$ cat src/mrdp_pkg.sv
// constants and carrier types shared by the mii/rmii data port
package mrdp_pkg;

	// ****************************************
	// divider counts, in reference clock edges
	// ****************************************
	// generated mii clock: half period in ref edges (50 MHz ref -> 25 MHz)
	localparam logic [3:0] DCE_HALF_100 = 4'h1;
	// generated mii clock: half period in ref edges (50 MHz ref -> 2.5 MHz)
	localparam logic [3:0] DCE_HALF_10  = 4'hA;
	// rmii 10 Mbps: one symbol every this many ref periods
	localparam logic [3:0] RMII_SLOW_DIV = 4'hA;

	// ****************************************
	// reset values and the rmii dibit mask
	// ****************************************
	localparam logic [3:0] CNT_RST  = 4'h0;
	localparam logic [3:0] NIB_RST  = 4'h0;
	localparam logic       BIT_RST  = 1'b0;
	localparam logic [1:0] DIBIT_MASK = 2'h3;

	// ****************************************
	// carriers
	// ****************************************
	// pins sampled together from the phy side
	typedef struct packed {
		logic       ref_clk;
		logic       tx_clk;
		logic       rx_clk;
		logic       rx_dv;
		logic       rx_er;
		logic [3:0] rxd;
	} mrdp_pins_t;

	// one received symbol handed to the user side
	typedef struct packed {
		logic [3:0] data;
		logic       err;
	} mrdp_rx_t;

	localparam mrdp_pins_t PINS_RST = '{BIT_RST, BIT_RST, BIT_RST, BIT_RST, BIT_RST, NIB_RST};

endpackage : mrdp_pkg

$ cat src/mrdp_buf.sv
// small valid/ready buffer held in flip-flops
`timescale 1ns/1ps
module mrdp_buf #(
	parameter int W     = 5,
	parameter int DEPTH = 2
) (
	// clock and reset
	input  wire logic         clk,
	input  wire logic         rst,
	// fill side
	input  wire logic         in_valid,
	output logic              in_ready,
	input  wire logic [W-1:0] in_data,
	// drain side
	output logic              out_valid,
	input  wire logic         out_ready,
	output logic [W-1:0]      out_data
);
	import mrdp_pkg::*;

	localparam int AW = (DEPTH > 1) ? $clog2(DEPTH) : 1;
	localparam logic [AW:0]   FULL_CNT = (AW+1)'(DEPTH);
	localparam logic [AW-1:0] LAST_IDX = AW'(DEPTH - 1);

	logic [W-1:0]  mem_ff [DEPTH];
	logic [W-1:0]  nxt_mem [DEPTH];
	logic [AW-1:0] wr_ff;
	logic [AW-1:0] nxt_wr;
	logic [AW-1:0] rd_ff;
	logic [AW-1:0] nxt_rd;
	logic [AW:0]   cnt_ff;
	logic [AW:0]   nxt_cnt;
	logic          push;
	logic          pop;

	assign in_ready  = (cnt_ff != FULL_CNT);
	assign out_valid = (cnt_ff != '0);
	assign out_data  = mem_ff[rd_ff];

	always_comb
	begin
		push    = in_valid && in_ready;
		pop     = out_valid && out_ready;
		nxt_mem = mem_ff;
		nxt_wr  = wr_ff;
		nxt_rd  = rd_ff;
		nxt_cnt = cnt_ff;
		if (push)
		begin
			nxt_mem[wr_ff] = in_data;
			nxt_wr         = (wr_ff == LAST_IDX) ? '0 : wr_ff + AW'(1);
		end
		if (pop)
			nxt_rd = (rd_ff == LAST_IDX) ? '0 : rd_ff + AW'(1);
		if (push && !pop)
			nxt_cnt = cnt_ff + (AW+1)'(1);
		else if (pop && !push)
			nxt_cnt = cnt_ff - (AW+1)'(1);
	end

	always_ff @(posedge clk or posedge rst)
	begin
		if (rst)
		begin
			for (int i = 0; i < DEPTH; i++)
				mem_ff[i] <= '0;
			wr_ff  <= '0;
			rd_ff  <= '0;
			cnt_ff <= '0;
		end
		else
		begin
			mem_ff <= nxt_mem;
			wr_ff  <= nxt_wr;
			rd_ff  <= nxt_rd;
			cnt_ff <= nxt_cnt;
		end
	end

endmodule : mrdp_buf

$ cat src/mrdp_port.sv
// mii/rmii transmit and receive pin logic of one ethernet mac port
`timescale 1ns/1ps
module mrdp_port (
	// clock and reset
	input  wire logic              SYS_CLK,
	input  wire logic              RST,
	// configuration levels
	input  wire logic              MODE_RMII,
	input  wire logic              MODE_DCE,
	input  wire logic              SPEED_100,
	// reference clock
	input  wire logic              REF_CLK,
	// mii clocks, two-way
	input  wire logic              TX_CLK_I,
	output logic                   TX_CLK_O,
	output logic                   TX_CLK_OE,
	input  wire logic              RX_CLK_I,
	output logic                   RX_CLK_O,
	output logic                   RX_CLK_OE,
	// transmit pins
	output logic                   TX_EN,
	output logic [3:0]             TXD,
	// receive pins (RX_DV is CRS_DV in rmii)
	input  wire logic              RX_DV,
	input  wire logic              RX_ER,
	input  wire logic [3:0]        RXD,
	// user transmit stream
	input  wire logic              TX_VALID,
	output logic                   TX_READY,
	input  wire logic [3:0]        TX_DATA,
	// user receive stream
	output logic                   RX_VALID,
	input  wire logic              RX_READY,
	output mrdp_pkg::mrdp_rx_t     RX_DATA,
	output logic                   RX_OVERRUN
);
	import mrdp_pkg::*;

	// ****************************************
	// pin synchronisers
	// ****************************************
	mrdp_pins_t pins_raw;
	mrdp_pins_t s1_ff;
	mrdp_pins_t s2_ff;
	mrdp_pins_t s3_ff;
	mrdp_pins_t filt_ff;
	mrdp_pins_t nxt_filt;
	logic       ref_prev_ff;
	logic       txc_prev_ff;
	logic       rxc_prev_ff;
	logic       ref_rise;
	logic       txc_rise;
	logic       rxc_rise;

	assign pins_raw = '{REF_CLK, TX_CLK_I, RX_CLK_I, RX_DV, RX_ER, RXD};

	// a bit only moves once the last two stages agree
	always_comb
	begin
		nxt_filt = (s2_ff & s3_ff) | (filt_ff & (s2_ff | s3_ff));
	end

	always_ff @(posedge SYS_CLK or posedge RST)
	begin
		if (RST)
		begin
			s1_ff       <= PINS_RST;
			s2_ff       <= PINS_RST;
			s3_ff       <= PINS_RST;
			filt_ff     <= PINS_RST;
			ref_prev_ff <= BIT_RST;
			txc_prev_ff <= BIT_RST;
			rxc_prev_ff <= BIT_RST;
		end
		else
		begin
			s1_ff       <= pins_raw;
			s2_ff       <= s1_ff;
			s3_ff       <= s2_ff;
			filt_ff     <= nxt_filt;
			ref_prev_ff <= filt_ff.ref_clk;
			txc_prev_ff <= filt_ff.tx_clk;
			rxc_prev_ff <= filt_ff.rx_clk;
		end
	end

	assign ref_rise = filt_ff.ref_clk & ~ref_prev_ff;
	assign txc_rise = filt_ff.tx_clk & ~txc_prev_ff;
	assign rxc_rise = filt_ff.rx_clk & ~rxc_prev_ff;

	// ****************************************
	// dce clock generation and rmii divider
	// ****************************************
	logic [3:0] gen_cnt_ff;
	logic [3:0] nxt_gen_cnt;
	logic       gen_clk_ff;
	logic       nxt_gen_clk;
	logic       gen_rise;
	logic       gen_fall;
	logic [3:0] gen_half;
	logic [3:0] rdiv_ff;
	logic [3:0] nxt_rdiv;
	logic       rmii_tick;
	logic       mii_dce;

	assign mii_dce  = MODE_DCE & ~MODE_RMII;
	assign gen_half = SPEED_100 ? DCE_HALF_100 : DCE_HALF_10;

	always_comb
	begin
		nxt_gen_cnt = gen_cnt_ff;
		nxt_gen_clk = gen_clk_ff;
		gen_rise    = 1'b0;
		gen_fall    = 1'b0;
		nxt_rdiv    = rdiv_ff;
		rmii_tick   = 1'b0;
		if (ref_rise)
		begin
			// both mii clocks derive from ref in dce
			if (gen_cnt_ff >= gen_half - 4'h1)
			begin
				nxt_gen_cnt = CNT_RST;
				nxt_gen_clk = ~gen_clk_ff;
				gen_rise    = ~gen_clk_ff;
				gen_fall    = gen_clk_ff;
			end
			else
				nxt_gen_cnt = gen_cnt_ff + 4'h1;
			// slow rmii takes one ref period in ten
			nxt_rdiv  = (rdiv_ff >= RMII_SLOW_DIV - 4'h1) ? CNT_RST : rdiv_ff + 4'h1;
			rmii_tick = SPEED_100 || (rdiv_ff == CNT_RST);
		end
	end

	always_ff @(posedge SYS_CLK or posedge RST)
	begin
		if (RST)
		begin
			gen_cnt_ff <= CNT_RST;
			gen_clk_ff <= BIT_RST;
			rdiv_ff    <= CNT_RST;
		end
		else
		begin
			gen_cnt_ff <= nxt_gen_cnt;
			gen_clk_ff <= nxt_gen_clk;
			rdiv_ff    <= nxt_rdiv;
		end
	end

	// generated clock drives both pins only in mii dce
	assign TX_CLK_O  = gen_clk_ff;
	assign RX_CLK_O  = gen_clk_ff;
	assign TX_CLK_OE = mii_dce;
	assign RX_CLK_OE = mii_dce;

	// ****************************************
	// symbol ticks
	// ****************************************
	logic tx_tick;
	logic rx_tick;

	always_comb
	begin
		if (MODE_RMII)
		begin
			tx_tick = rmii_tick;
			rx_tick = rmii_tick;
		end
		else if (MODE_DCE)
		begin
			// launch on our falling edge so data stands at the phy's rising sample
			tx_tick = gen_fall;
			rx_tick = gen_rise;
		end
		else
		begin
			tx_tick = txc_rise;
			rx_tick = rxc_rise;
		end
	end

	// ****************************************
	// transmit path
	// ****************************************
	logic       txb_valid;
	logic       txb_pop;
	logic [3:0] txb_data;
	logic [3:0] txd_ff;
	logic [3:0] nxt_txd;
	logic       txen_ff;
	logic       nxt_txen;

	mrdp_buf #(
		.W     (4),
		.DEPTH (2)
	) u_tx_buf (
		.clk       (SYS_CLK),
		.rst       (RST),
		.in_valid  (TX_VALID),
		.in_ready  (TX_READY),
		.in_data   (TX_DATA),
		.out_valid (txb_valid),
		.out_ready (txb_pop),
		.out_data  (txb_data)
	);

	// frame ends when the user lets the buffer run dry at a tick
	always_comb
	begin
		nxt_txd  = txd_ff;
		nxt_txen = txen_ff;
		txb_pop  = 1'b0;
		if (tx_tick)
		begin
			txb_pop  = txb_valid;
			nxt_txen = txb_valid;
			if (!txb_valid)
				nxt_txd = NIB_RST;
			else if (MODE_RMII)
				nxt_txd = {2'h0, txb_data[1:0] & DIBIT_MASK};
			else
				nxt_txd = txb_data;
		end
	end

	// outputs only move on a tick, so slow rmii holds for ten periods
	always_ff @(posedge SYS_CLK or posedge RST)
	begin
		if (RST)
		begin
			txd_ff  <= NIB_RST;
			txen_ff <= BIT_RST;
		end
		else
		begin
			txd_ff  <= nxt_txd;
			txen_ff <= nxt_txen;
		end
	end

	assign TXD   = txd_ff;
	assign TX_EN = txen_ff;

	// ****************************************
	// receive path
	// ****************************************
	mrdp_rx_t rx_word;
	logic     rx_push;
	logic     rxb_ready;
	logic     ovr_ff;
	logic     nxt_ovr;

	always_comb
	begin
		rx_word.err  = filt_ff.rx_er;
		rx_word.data = MODE_RMII ? {2'h0, filt_ff.rxd[1:0]} : filt_ff.rxd;
		// symbols with dv low are dropped
		rx_push      = rx_tick && filt_ff.rx_dv;
		// phy cannot be stalled; a full buffer loses the symbol
		nxt_ovr      = rx_push && !rxb_ready;
	end

	always_ff @(posedge SYS_CLK or posedge RST)
	begin
		if (RST)
			ovr_ff <= BIT_RST;
		else
			ovr_ff <= nxt_ovr;
	end

	mrdp_buf #(
		.W     ($bits(mrdp_rx_t)),
		.DEPTH (2)
	) u_rx_buf (
		.clk       (SYS_CLK),
		.rst       (RST),
		.in_valid  (rx_push),
		.in_ready  (rxb_ready),
		.in_data   (rx_word),
		.out_valid (RX_VALID),
		.out_ready (RX_READY),
		.out_data  (RX_DATA)
	);

	assign RX_OVERRUN = ovr_ff;

endmodule : mrdp_port

$ cat config.mk
export PLATFORM = sky130hd
export DESIGN_NAME = mrdp_port
export DESIGN_NICKNAME = d
export VERILOG_FILES = /design/src/mrdp_pkg.sv /design/src/mrdp_buf.sv /design/src/mrdp_port.sv
export SDC_FILE = /design/constraint.sdc
export NUM_CORES = 1
export LEC_CHECK = 0
export ABC_AREA = 0
export BUFFER_PORTS_ARGS = -buffer_cell sky130_fd_sc_hd__buf_2
export CAP_MARGIN = 20
export CORE_MARGIN = 2
export CORE_UTILIZATION = 35
export CTS_CLUSTER_SIZE = 28
export DETAILED_ROUTE_END_ITERATION = 10
export GPL_TIMING_DRIVEN = 1
export PLACE_DENSITY = 0.61
export SLEW_MARGIN = 10
export SYNTH_ARGS = -nofsm -noshare
export SYNTH_HDL_FRONTEND = slang
export SYNTH_SLANG_ARGS = --single-unit
$ cat constraint.sdc
create_clock -name SYS_CLK -period 2.8 [get_ports SYS_CLK]
set_clock_uncertainty 0.1 [all_clocks]
set_input_delay 0.14 -clock SYS_CLK [delete_from_list [all_inputs] [get_ports SYS_CLK]]
set_output_delay 0.14 -clock SYS_CLK [all_outputs]
set_load 0.01 [all_outputs]
==> results of run 1 <==
-- metrics by stage --
step,worst slack (ps),instances,hold slack (ps),area (um^2)
after floorplan,345,223,71.4,3150
after global placement,261,364,108,3460
after detailed placement,218,364,113,3460
after CTS,202,396,189,3840
after global routing,26.7,396,213,3840
final,213,396,197,3840
-- logic make-up after synthesis --
logic type               synth area share
AO/OA/AOI/OAI                      0.0445
multiplexers                        0.115
XOR/XNOR                           0.0361
flip-flops                          0.635
buffers and inverters              0.0246
adder cells (fa/ha/maj)            0.0603
AND/OR/NAND/NOR                    0.0842
-- final timing paths --
| path | from | end | slack, ps | depth (start not counted) |
|---|---|---|---|---|
| worst max register to register | gen_cnt_ff[0] | u_rx_buf.cnt_ff[1] | 210 | 10 |
| worst max-delay path | gen_cnt_ff[0] | u_rx_buf.cnt_ff[1] | 210 | 10 |
| min in group asynchronous | RST | s1_ff[1] | 280 | 3 |
| max in group asynchronous | RST | txc_prev_ff | 1600 | 4 |
| worst min register to register | s1_ff[8] | s2_ff[8] | 250 | 0 |
| worst min-delay path | MODE_RMII | u_rx_buf.mem_ff[4] | 200 | 3 |
-- critical path: stages, from the launching register on --
cell,delay [ps]
dfrtp_1,410
inv_1,60
ha_1,270
or4b_4,510
a21oi_4,270
o41ai_4,120
nand4_1,160
inv_1,60
ha_1,300
nor2_1,130
xor2_1,140
-- per-layer routing --
layer / vias to the layer above / global-route usage
met2: 26 / 0.176
met1: 915 / 0.139
met5: - / 0
met4: 0 / 0.0611
li1: 876 / -
met3: 9 / 0.0305
-- timing repair --
item,4_1_cts,5_1_grt
setup buffers,0,0
endpoints found under the hold margin,51,0
endpoints found under the setup margin,0,0
hold buffers,16,0
-- registers in the layout, indices dropped and copies added (netlist names), 2 cells and up --
signal and flops:
TXD 4, s3_ff 9, u_rx_buf.cnt_ff 2, u_tx_buf.mem_ff 8
filt_ff 9, gen_cnt_ff 4, rdiv_ff 4, s2_ff 9
s1_ff 9, u_rx_buf.mem_ff 10, u_tx_buf.cnt_ff 2
-- power groups by stage --
stage                     combinational, mW  clock [mW]  sequential, mW
after global routing                   1.17       0.996            1.79
after CTS                              1.06       0.939            1.75
after global placement                 1.01           0            1.76
final                                  1.03       0.908            1.74
after floorplan                       0.817           0            1.69
after detailed placement               1.04           0            1.77
-- placed cells by master, fill, tap and decap left out, types with 8 or more instances in the layout --
cell | Yosys | routed
ha_1 | 8 | 8
dlygate4sd3_1 | 0 | 16
maj3_1 | 9 | 9
buf_2 | 2 | 36
clkbuf_8 | 0 | 9
nor2_1 | 12 | 12
inv_1 | 11 | 10
dfrtp_1 | 80 | 80
nand2_1 | 11 | 11
mux2_2 | 16 | 16
-- area by class of cell --
class                   instances  area share
flip-flops and latches         80       0.521
multi-input cells             125       0.279
repair buffers                 56      0.0964
well taps                     108      0.0352
clock buffers                  10      0.0332
clock inverters                 6      0.0235
inverters                      11      0.0111
==> flow_summary.json, run 1 <==
{
  "combPwrFrac": 0.281,
  "ys_top_cells_by_area": "dfrtp_1 64%, mux2_2 5.7%, ha_1 3.2%, maj3_1 2.9%, mux2_4 2.4%",
  "slew_viol_final": 0,
  "drive_gt1_frac": 0.292,
  "clkPwrFrac": 0.246,
  "port-buffer-count": 36,
  "synth_largest_area_cell": "dfrtp_1",
  "synthTopCellsByCount": "80 x dfrtp_1, 16 x mux2_2, 12 x nor2_1",
  "drtIter0Drc": 65,
  "synthArstFlopShare": 1.00,
  "cts_tree": "built",
  "clk_pin_slew_ps": 80,
  "end_kind": "flip-flop",
  "place.gp.congestion": 0.743,
  "cts_buffer_depth": 2,
  "fmax_mhz": 387,
  "die_h_um": 98.9,
  "wl_um": 4850,
  "synthToLayoutAreaGrowth_pct": 21.8,
  "worstSetupStartpointType": "flip-flop",
  "cts_buffers": 9,
  "power_mw": 3.68,
  "wl_met2_um": 2320,
  "yosysWarnings": 0,
  "insertion_delay_ps": 330,
  "antenna_found_initial": 0,
  "multi_input_area_um2": 1070,
  "fill_cells": 801,
  "wl_per_cell_um": 12.2,
  "drt-met1-wl_um": 2240,
  "worstPathRequired_ps": 2970,
  "critical_path_class": "reg2reg",
  "dp_hpwl_um": 3500,
  "yosysMostFrequentCell": "dfrtp_1",
  "status": "complete, no violations",
  "root_buffer": "clkbuf_8",
  "yosysUniqueCellTypes": 39,
  "cellPowerDensity_nw_per_um2": 960,
  "fin_crit_sh": 0.924,
  "final_core_util": 0.440,
  "first_global_vias": 1874,
  "nNetsFinal": 311,
  "internal-power_mw": 2.56,
  "netlist_instances": 223,
  "min_period_ps": 2590,
  "drt_pass1_iterations": 4,
  "met3_length_um": 182,
  "critPathArrivalTime_ps": 2760,
  "worstMarginPinSlew_ps": 568,
  "ir_drop_uv": 350,
  "min_path_type": "in2reg",
  "rows": 34,
  "die-area_um2": 9780,
  "p_seq_frac": 0.473,
  "synth_seq_area_share": 0.635,
  "cts_resized": 0,
  "io_pins": 37,
  "start_util": 0.361,
  "netSwitchingFraction": 0.306,
  "p_leak_nw": 1.80,
  "cts.sinks": 80,
  "grt_util_all_layers": 0.112,
  "synth_nets": 251,
  "p_sw_mw": 1.13,
  "ant_nets": 0,
  "synth-edff-count": 0,
  "grt_overflow_total": 0,
  "crit_fanout": 7,
  "core_um2": 8720,
  "maxCapViolations": 0,
  "setup_violations": 0,
  "grt_max_degree": 35,
  "synth.avg_cell_area_um2": 14.1,
  "synth_flop_cell": "dfrtp_1",
  "fin_setup_tns_ps": 0,
  "max-slew-margin-rel": 0.621,
  "cts_max_level": 3,
  "via_count": 1826,
  "num_antenna_cells": 0,
  "synth_top_area_frac": 0.635,
  "grt_pass1_wl_um": 8590,
  "top_layer": "met4",
  "rsz0062_at_grt": "false",
  "die_x_um": 98.9,
  "viasPerCell": 4.61,
  "synth-seq-cells": 80,
  "synth_area_um2": 3150,
  "seqCellArea_um2": 2000,
  "route.detailed.drc": 0,
  "hold_viol_final": 0
}
Note: power is estimated with default switching activity, not from simulation.
==> inputs of run 2 (changes only) <==
==> constraint.sdc (replaced) <==
create_clock -name SYS_CLK -period 2.8 [get_ports SYS_CLK]
set_clock_uncertainty 0.1 [all_clocks]
set_input_delay 0.28 -clock SYS_CLK [delete_from_list [all_inputs] [get_ports SYS_CLK]]
set_output_delay 0.28 -clock SYS_CLK [all_outputs]
set_load 0.01 [all_outputs]
==> flow_summary.json, run 2 (same netlist as run 1, synthesis figures left out) <==
{
  "cts_max_level": 3,
  "worstSetupStartpointType": "flip-flop",
  "min-delay-start": "TX_DATA[1]",
  "mostFrequentLayoutCells": "80 x dfrtp_1, 36 x buf_2, 16 x mux2_2, 12 x nor2_1, 11 x nand2_1",
  "max_stage_delay_ps": 510,
  "largest_reg_flops": 10,
  "dpl.cell_count": 364,
  "min_path_type": "in2reg",
  "cts.sinks": 80,
  "via_count": 1787,
  "die_h_um": 98.9,
  "port-buffer-count": 36,
  "grtUsageMet3": 0.0234,
  "fin_setup_tns_ps": 0,
  "root_buffer": "clkbuf_8",
  "grt_busiest_layer": "met2",
  "met1_usage": 0.169,
  "end_kind": "flip-flop",
  "ir_drop_uv": 394,
  "clkPwrFrac": 0.262,
  "cp_cell_sequence": "inv_1, ha_1, or4b_4, a21oi_4, o41ai_4, nand4_1, inv_1, ha_1, xor2_1, nor2_1, xor2_1",
  "core_um2": 8720,
  "route.detailed.drc": 0,
  "largest_register": "u_rx_buf.mem_ff",
  "die-area_um2": 9780,
  "setup_slack_ps": 180,
  "synthToLayoutAreaGrowth_pct": 20.5,
  "setup_violations": 0,
  "power_mw": 3.78,
  "grt_util_all_layers": 0.121,
  "min_period_ps": 2620,
  "grt_util_met2": 0.178,
  "cts_buffers": 9,
  "layout.cells.non_filler": 390,
  "rows": 34,
  "cts_tree": "built",
  "rsz0062_at_grt": "false",
  "hold_viol_final": 0,
  "netSwitchingFraction": 0.303,
  "fmax_mhz": 382,
  "startpoint": "gen_cnt_ff[0]",
  "final_common_cell": "dfrtp_1",
  "antenna_found_initial": 0,
  "insertion_delay_ps": 340,
  "wl_per_cell_um": 13.4,
  "grt_overflow_total": 0,
  "start_util": 0.361,
  "status": "complete, no violations",
  "critical_path_class": "reg2reg",
  "max-slew-margin-rel": 0.638,
  "worst_path_max_delay_cell": "or4b_4",
  "drive_gt1_frac": 0.298,
  "slew_viol_final": 0,
  "worstPathRequired_ps": 2980,
  "viasPerCell": 4.58,
  "p_sw_mw": 1.15,
  "combPwrFrac": 0.276,
  "maxCapViolations": 0,
  "grt_max_degree": 33,
  "place_ws_ps": 197,
  "drtIter0Drc": 87,
  "p_leak_nw": 1.78,
  "worstMarginPinSlew_ps": 542,
  "timing.reg2reg.setup_slack_ps": 180,
  "ant_nets": 0,
  "io_pins": 37,
  "p_seq_frac": 0.462,
  "clk_pin_slew_ps": 80,
  "crit_fanout": 7,
  "first_global_vias": 1848,
  "cts_setup_buffers": 0,
  "die_x_um": 98.9,
  "internal-power_mw": 2.64,
  "crit_family": "simple AND/OR/NAND/NOR gates",
  "cts_buffer_depth": 2,
  "grt_pass1_wl_um": 9180,
  "cellPowerDensity_nw_per_um2": 996,
  "wl_um": 5240,
  "drt_pass1_iterations": 4,
  "num_antenna_cells": 0,
  "place.gp.congestion": 0.824,
  "fin_crit_sh": 0.936,
  "r2r_start": "gen_cnt_ff[0]",
  "crit_buf_inv": 2,
  "nNetsFinal": 305,
  "dp_hpwl_um": 3630,
  "critPathArrivalTime_ps": 2800
}
## run 2: layout make-up
cell class              count  area [um^2]
multi-input cells         125         1070
fillers                   806         4920
repair buffers             50          310
flip-flops and latches     80         2000
clock inverters             6          108
well taps                 108          135
clock buffers              10          128
inverters                  11         42.5
## run 2: stage by stage
stage	hold slack, ps	utilization	area, um^2
floorplan	211	-	3150
global placement	231	0.397	3460
detailed placement	235	0.397	3460
CTS	59.8	0.435	3800
global route	72.6	0.435	3800
finish	78.3	0.435	3800
## run 2: path summary, 6_finish.rpt
| path | end | depth (start not counted) |
|---|---|---|
| min in group asynchronous | s2_ff[4] | 3 |
| worst min register to register | s2_ff[3] | 0 |
| worst max register to register | u_rx_buf.cnt_ff[1] | 11 |
| worst min-delay path | u_tx_buf.mem_ff[5] | 2 |
| worst max-delay path | u_rx_buf.cnt_ff[1] | 11 |
| max in group asynchronous | u_tx_buf.mem_ff[2] | 4 |
## run 2: power by group through the flow
stage / clock (mW) / sequential (mW) / combinational, mW
2_1_floorplan: 0 / 1.69 / 0.817
3_3_place_gp: 0 / 1.76 / 1.02
3_5_place_dp: 0 / 1.77 / 1.05
4_1_cts: 1.02 / 1.75 / 1.06
5_1_grt: 1.07 / 1.80 / 1.16
6_report: 0.990 / 1.75 / 1.04
## run 2: repair_timing
item	CTS	global route
endpoints found under the hold margin	39	0
gates resized for setup	0	0
hold buffers	10	0
## run 2: layer usage
metal	share of wire	wire length, um	up-vias
li1	-	-	865
met1	0.49	2550	885
met2	0.46	2420	28
met3	0.028	145	9
met4	0.024	128	0
met5	0	0	-
==> inputs of run 3 (changes only) <==
--- a/config.mk
+++ b/config.mk
@@ -9,11 +9,11 @@
 export BUFFER_PORTS_ARGS = -buffer_cell sky130_fd_sc_hd__buf_2
 export CAP_MARGIN = 20
 export CORE_MARGIN = 2
-export CORE_UTILIZATION = 35
+export CORE_UTILIZATION = 32
 export CTS_CLUSTER_SIZE = 28
 export DETAILED_ROUTE_END_ITERATION = 10
 export GPL_TIMING_DRIVEN = 1
-export PLACE_DENSITY = 0.61
+export PLACE_DENSITY = 0.58
 export SLEW_MARGIN = 10
 export SYNTH_ARGS = -nofsm -noshare
 export SYNTH_HDL_FRONTEND = slang
==> constraint.sdc (replaced) <==
create_clock -name SYS_CLK -period 2.8 [get_ports SYS_CLK]
set_clock_uncertainty 0.1 [all_clocks]
set_input_delay 0.42 -clock SYS_CLK [delete_from_list [all_inputs] [get_ports SYS_CLK]]
set_output_delay 0.42 -clock SYS_CLK [all_outputs]
set_load 0.01 [all_outputs]
==> flow_summary.json, run 3 (same netlist as run 1, synthesis figures left out) <==
{
  "hold_viol_final": 0,
  "worstSetupStartpointType": "flip-flop",
  "nNetsFinal": 294,
  "grt_max_degree": 81,
  "ant_nets": 0,
  "status": "complete, no violations",
  "drt_pass1_iterations": 4,
  "power_mw": 3.52,
  "maxCapViolations": 0,
  "ctsHoldBuffers": 0,
  "synthToLayoutAreaGrowth_pct": 16.4,
  "cts_resized": 0,
  "grt_pass1_wl_um": 8340,
  "grt_overflow_total": 0,
  "port-buffer-count": 36,
  "fin_setup_tns_ps": 0,
  "mostFrequentLayoutCells": "80 x dfrtp_1, 36 x buf_2, 16 x mux2_2, 12 x nor2_1, 11 x nand2_1",
  "wl_um": 5080,
  "timing.reg2reg.setup_slack_ps": 270,
  "ir_drop_uv": 320,
  "die-area_um2": 10700,
  "crit_fanout": 5,
  "startpoint": "gen_cnt_ff[0]",
  "route.detailed.drc": 0,
  "grt_util_all_layers": 0.105,
  "rows": 36,
  "cts_buffers": 9,
  "core_um2": 9680,
  "critPathArrivalTime_ps": 2700,
  "dpl.cell_count": 388,
  "wl_per_cell_um": 12.6,
  "largest_reg_flops": 10,
  "die_h_um": 103,
  "setup_violations": 0,
  "start_util": 0.325,
  "insertion_delay_ps": 350,
  "fmax_mhz": 395,
  "slew_viol_final": 0,
  "root_buffer": "clkbuf_8",
  "die_x_um": 103,
  "cellPowerDensity_nw_per_um2": 960,
  "min_path_type": "in2async",
  "layout.cells.non_filler": 404,
  "drive_gt1_frac": 0.306,
  "antenna_found_initial": 0,
  "min_period_ps": 2530,
  "critical_path_class": "reg2reg",
  "via_count": 1738,
  "place.gp.congestion": 0.699,
  "cts_setup_buffers": 0,
  "io_pins": 37,
  "worstPathRequired_ps": 2970,
  "worstMarginPinSlew_ps": 413,
  "end_kind": "flip-flop",
  "clk_pin_slew_ps": 80,
  "rsz0062_at_grt": "false",
  "dp_hpwl_um": 3420,
  "largest_register": "u_rx_buf.mem_ff",
  "viasPerCell": 4.30,
  "first_global_vias": 1657,
  "max-slew-margin-rel": 0.724,
  "p_leak_nw": 1.70,
  "r2r_start": "gen_cnt_ff[0]",
  "drtIter0Drc": 28,
  "num_antenna_cells": 0,
  "final_common_cell": "dfrtp_1",
  "cts_buffer_depth": 2,
  "cts_tree": "built",
  "cts.sinks": 80,
  "cts_max_level": 3,
  "fin_crit_sh": 0.904
}
run 3: cell count changes in the layout (fill, tap and decap cells not counted), sizes merged:
cell and delta:
clkinvlp +3, clkinv -1, buf -1, bufinv -3, inv +1, dlygate4sd3 -10
run 3: area by class of cell:
cell class	instances	area [um^2]
Fill cell	943	6010
Sequential cell	80	2000
Multi-Input combinational cell	125	1070
Timing Repair Buffer	39	215
Tap cell	133	166
Clock buffer	10	128
Clock inverter	6	43.8
Inverter	11	42.5
run 3: path summary, 6_finish.rpt:
path | end | depth (start not counted)
worst min-delay path | s2_ff[0] | 3
min in group SYS_CLK | s1_ff[8] | 1
max in group asynchronous | s2_ff[8] | 3
worst max register to register | u_rx_buf.cnt_ff[1] | 10
worst max-delay path | u_rx_buf.cnt_ff[1] | 10
worst min register to register | s2_ff[2] | 0
run 3: power breakdown:
part	total (mW)	switching (mW)	internal (mW)	leakage, nW
Combinational	1.03	0.463	0.567	0.664
Clock	0.747	0.424	0.323	0.0749
Sequential	1.75	0.267	1.48	0.957
run 3: worst max-delay path, stage by stage, from the launching register on:
cell	delay, ps
dfrtp_1	410
inv_1	60
ha_1	270
or4b_4	520
a21oi_4	200
o41ai_4	110
nand4_1	150
inv_1	60
ha_1	300
nor2_1	140
xor2_1	150
run 3: metrics by stage:
step	setup WS, ps	hold WS, ps	area [um^2]	utilization
5_1_grt	75.6	45.2	3670	0.379
3_5_place_dp	142	235	3500	0.361
4_1_cts	259	56.9	3670	0.379
6_report	269	46.3	3670	0.379
2_1_floorplan	228	231	3150	-
3_3_place_gp	186	232	3500	0.361
run 3: metal layers:
metal / wire length [um] / vias to the layer above / GRT usage
met5: 0 / - / 0
met3: 235 / 5 / 0.0457
li1: - / 847 / -
met1: 2530 / 855 / 0.144
met4: 66 / 0 / 0.0334
met2: 2250 / 31 / 0.151
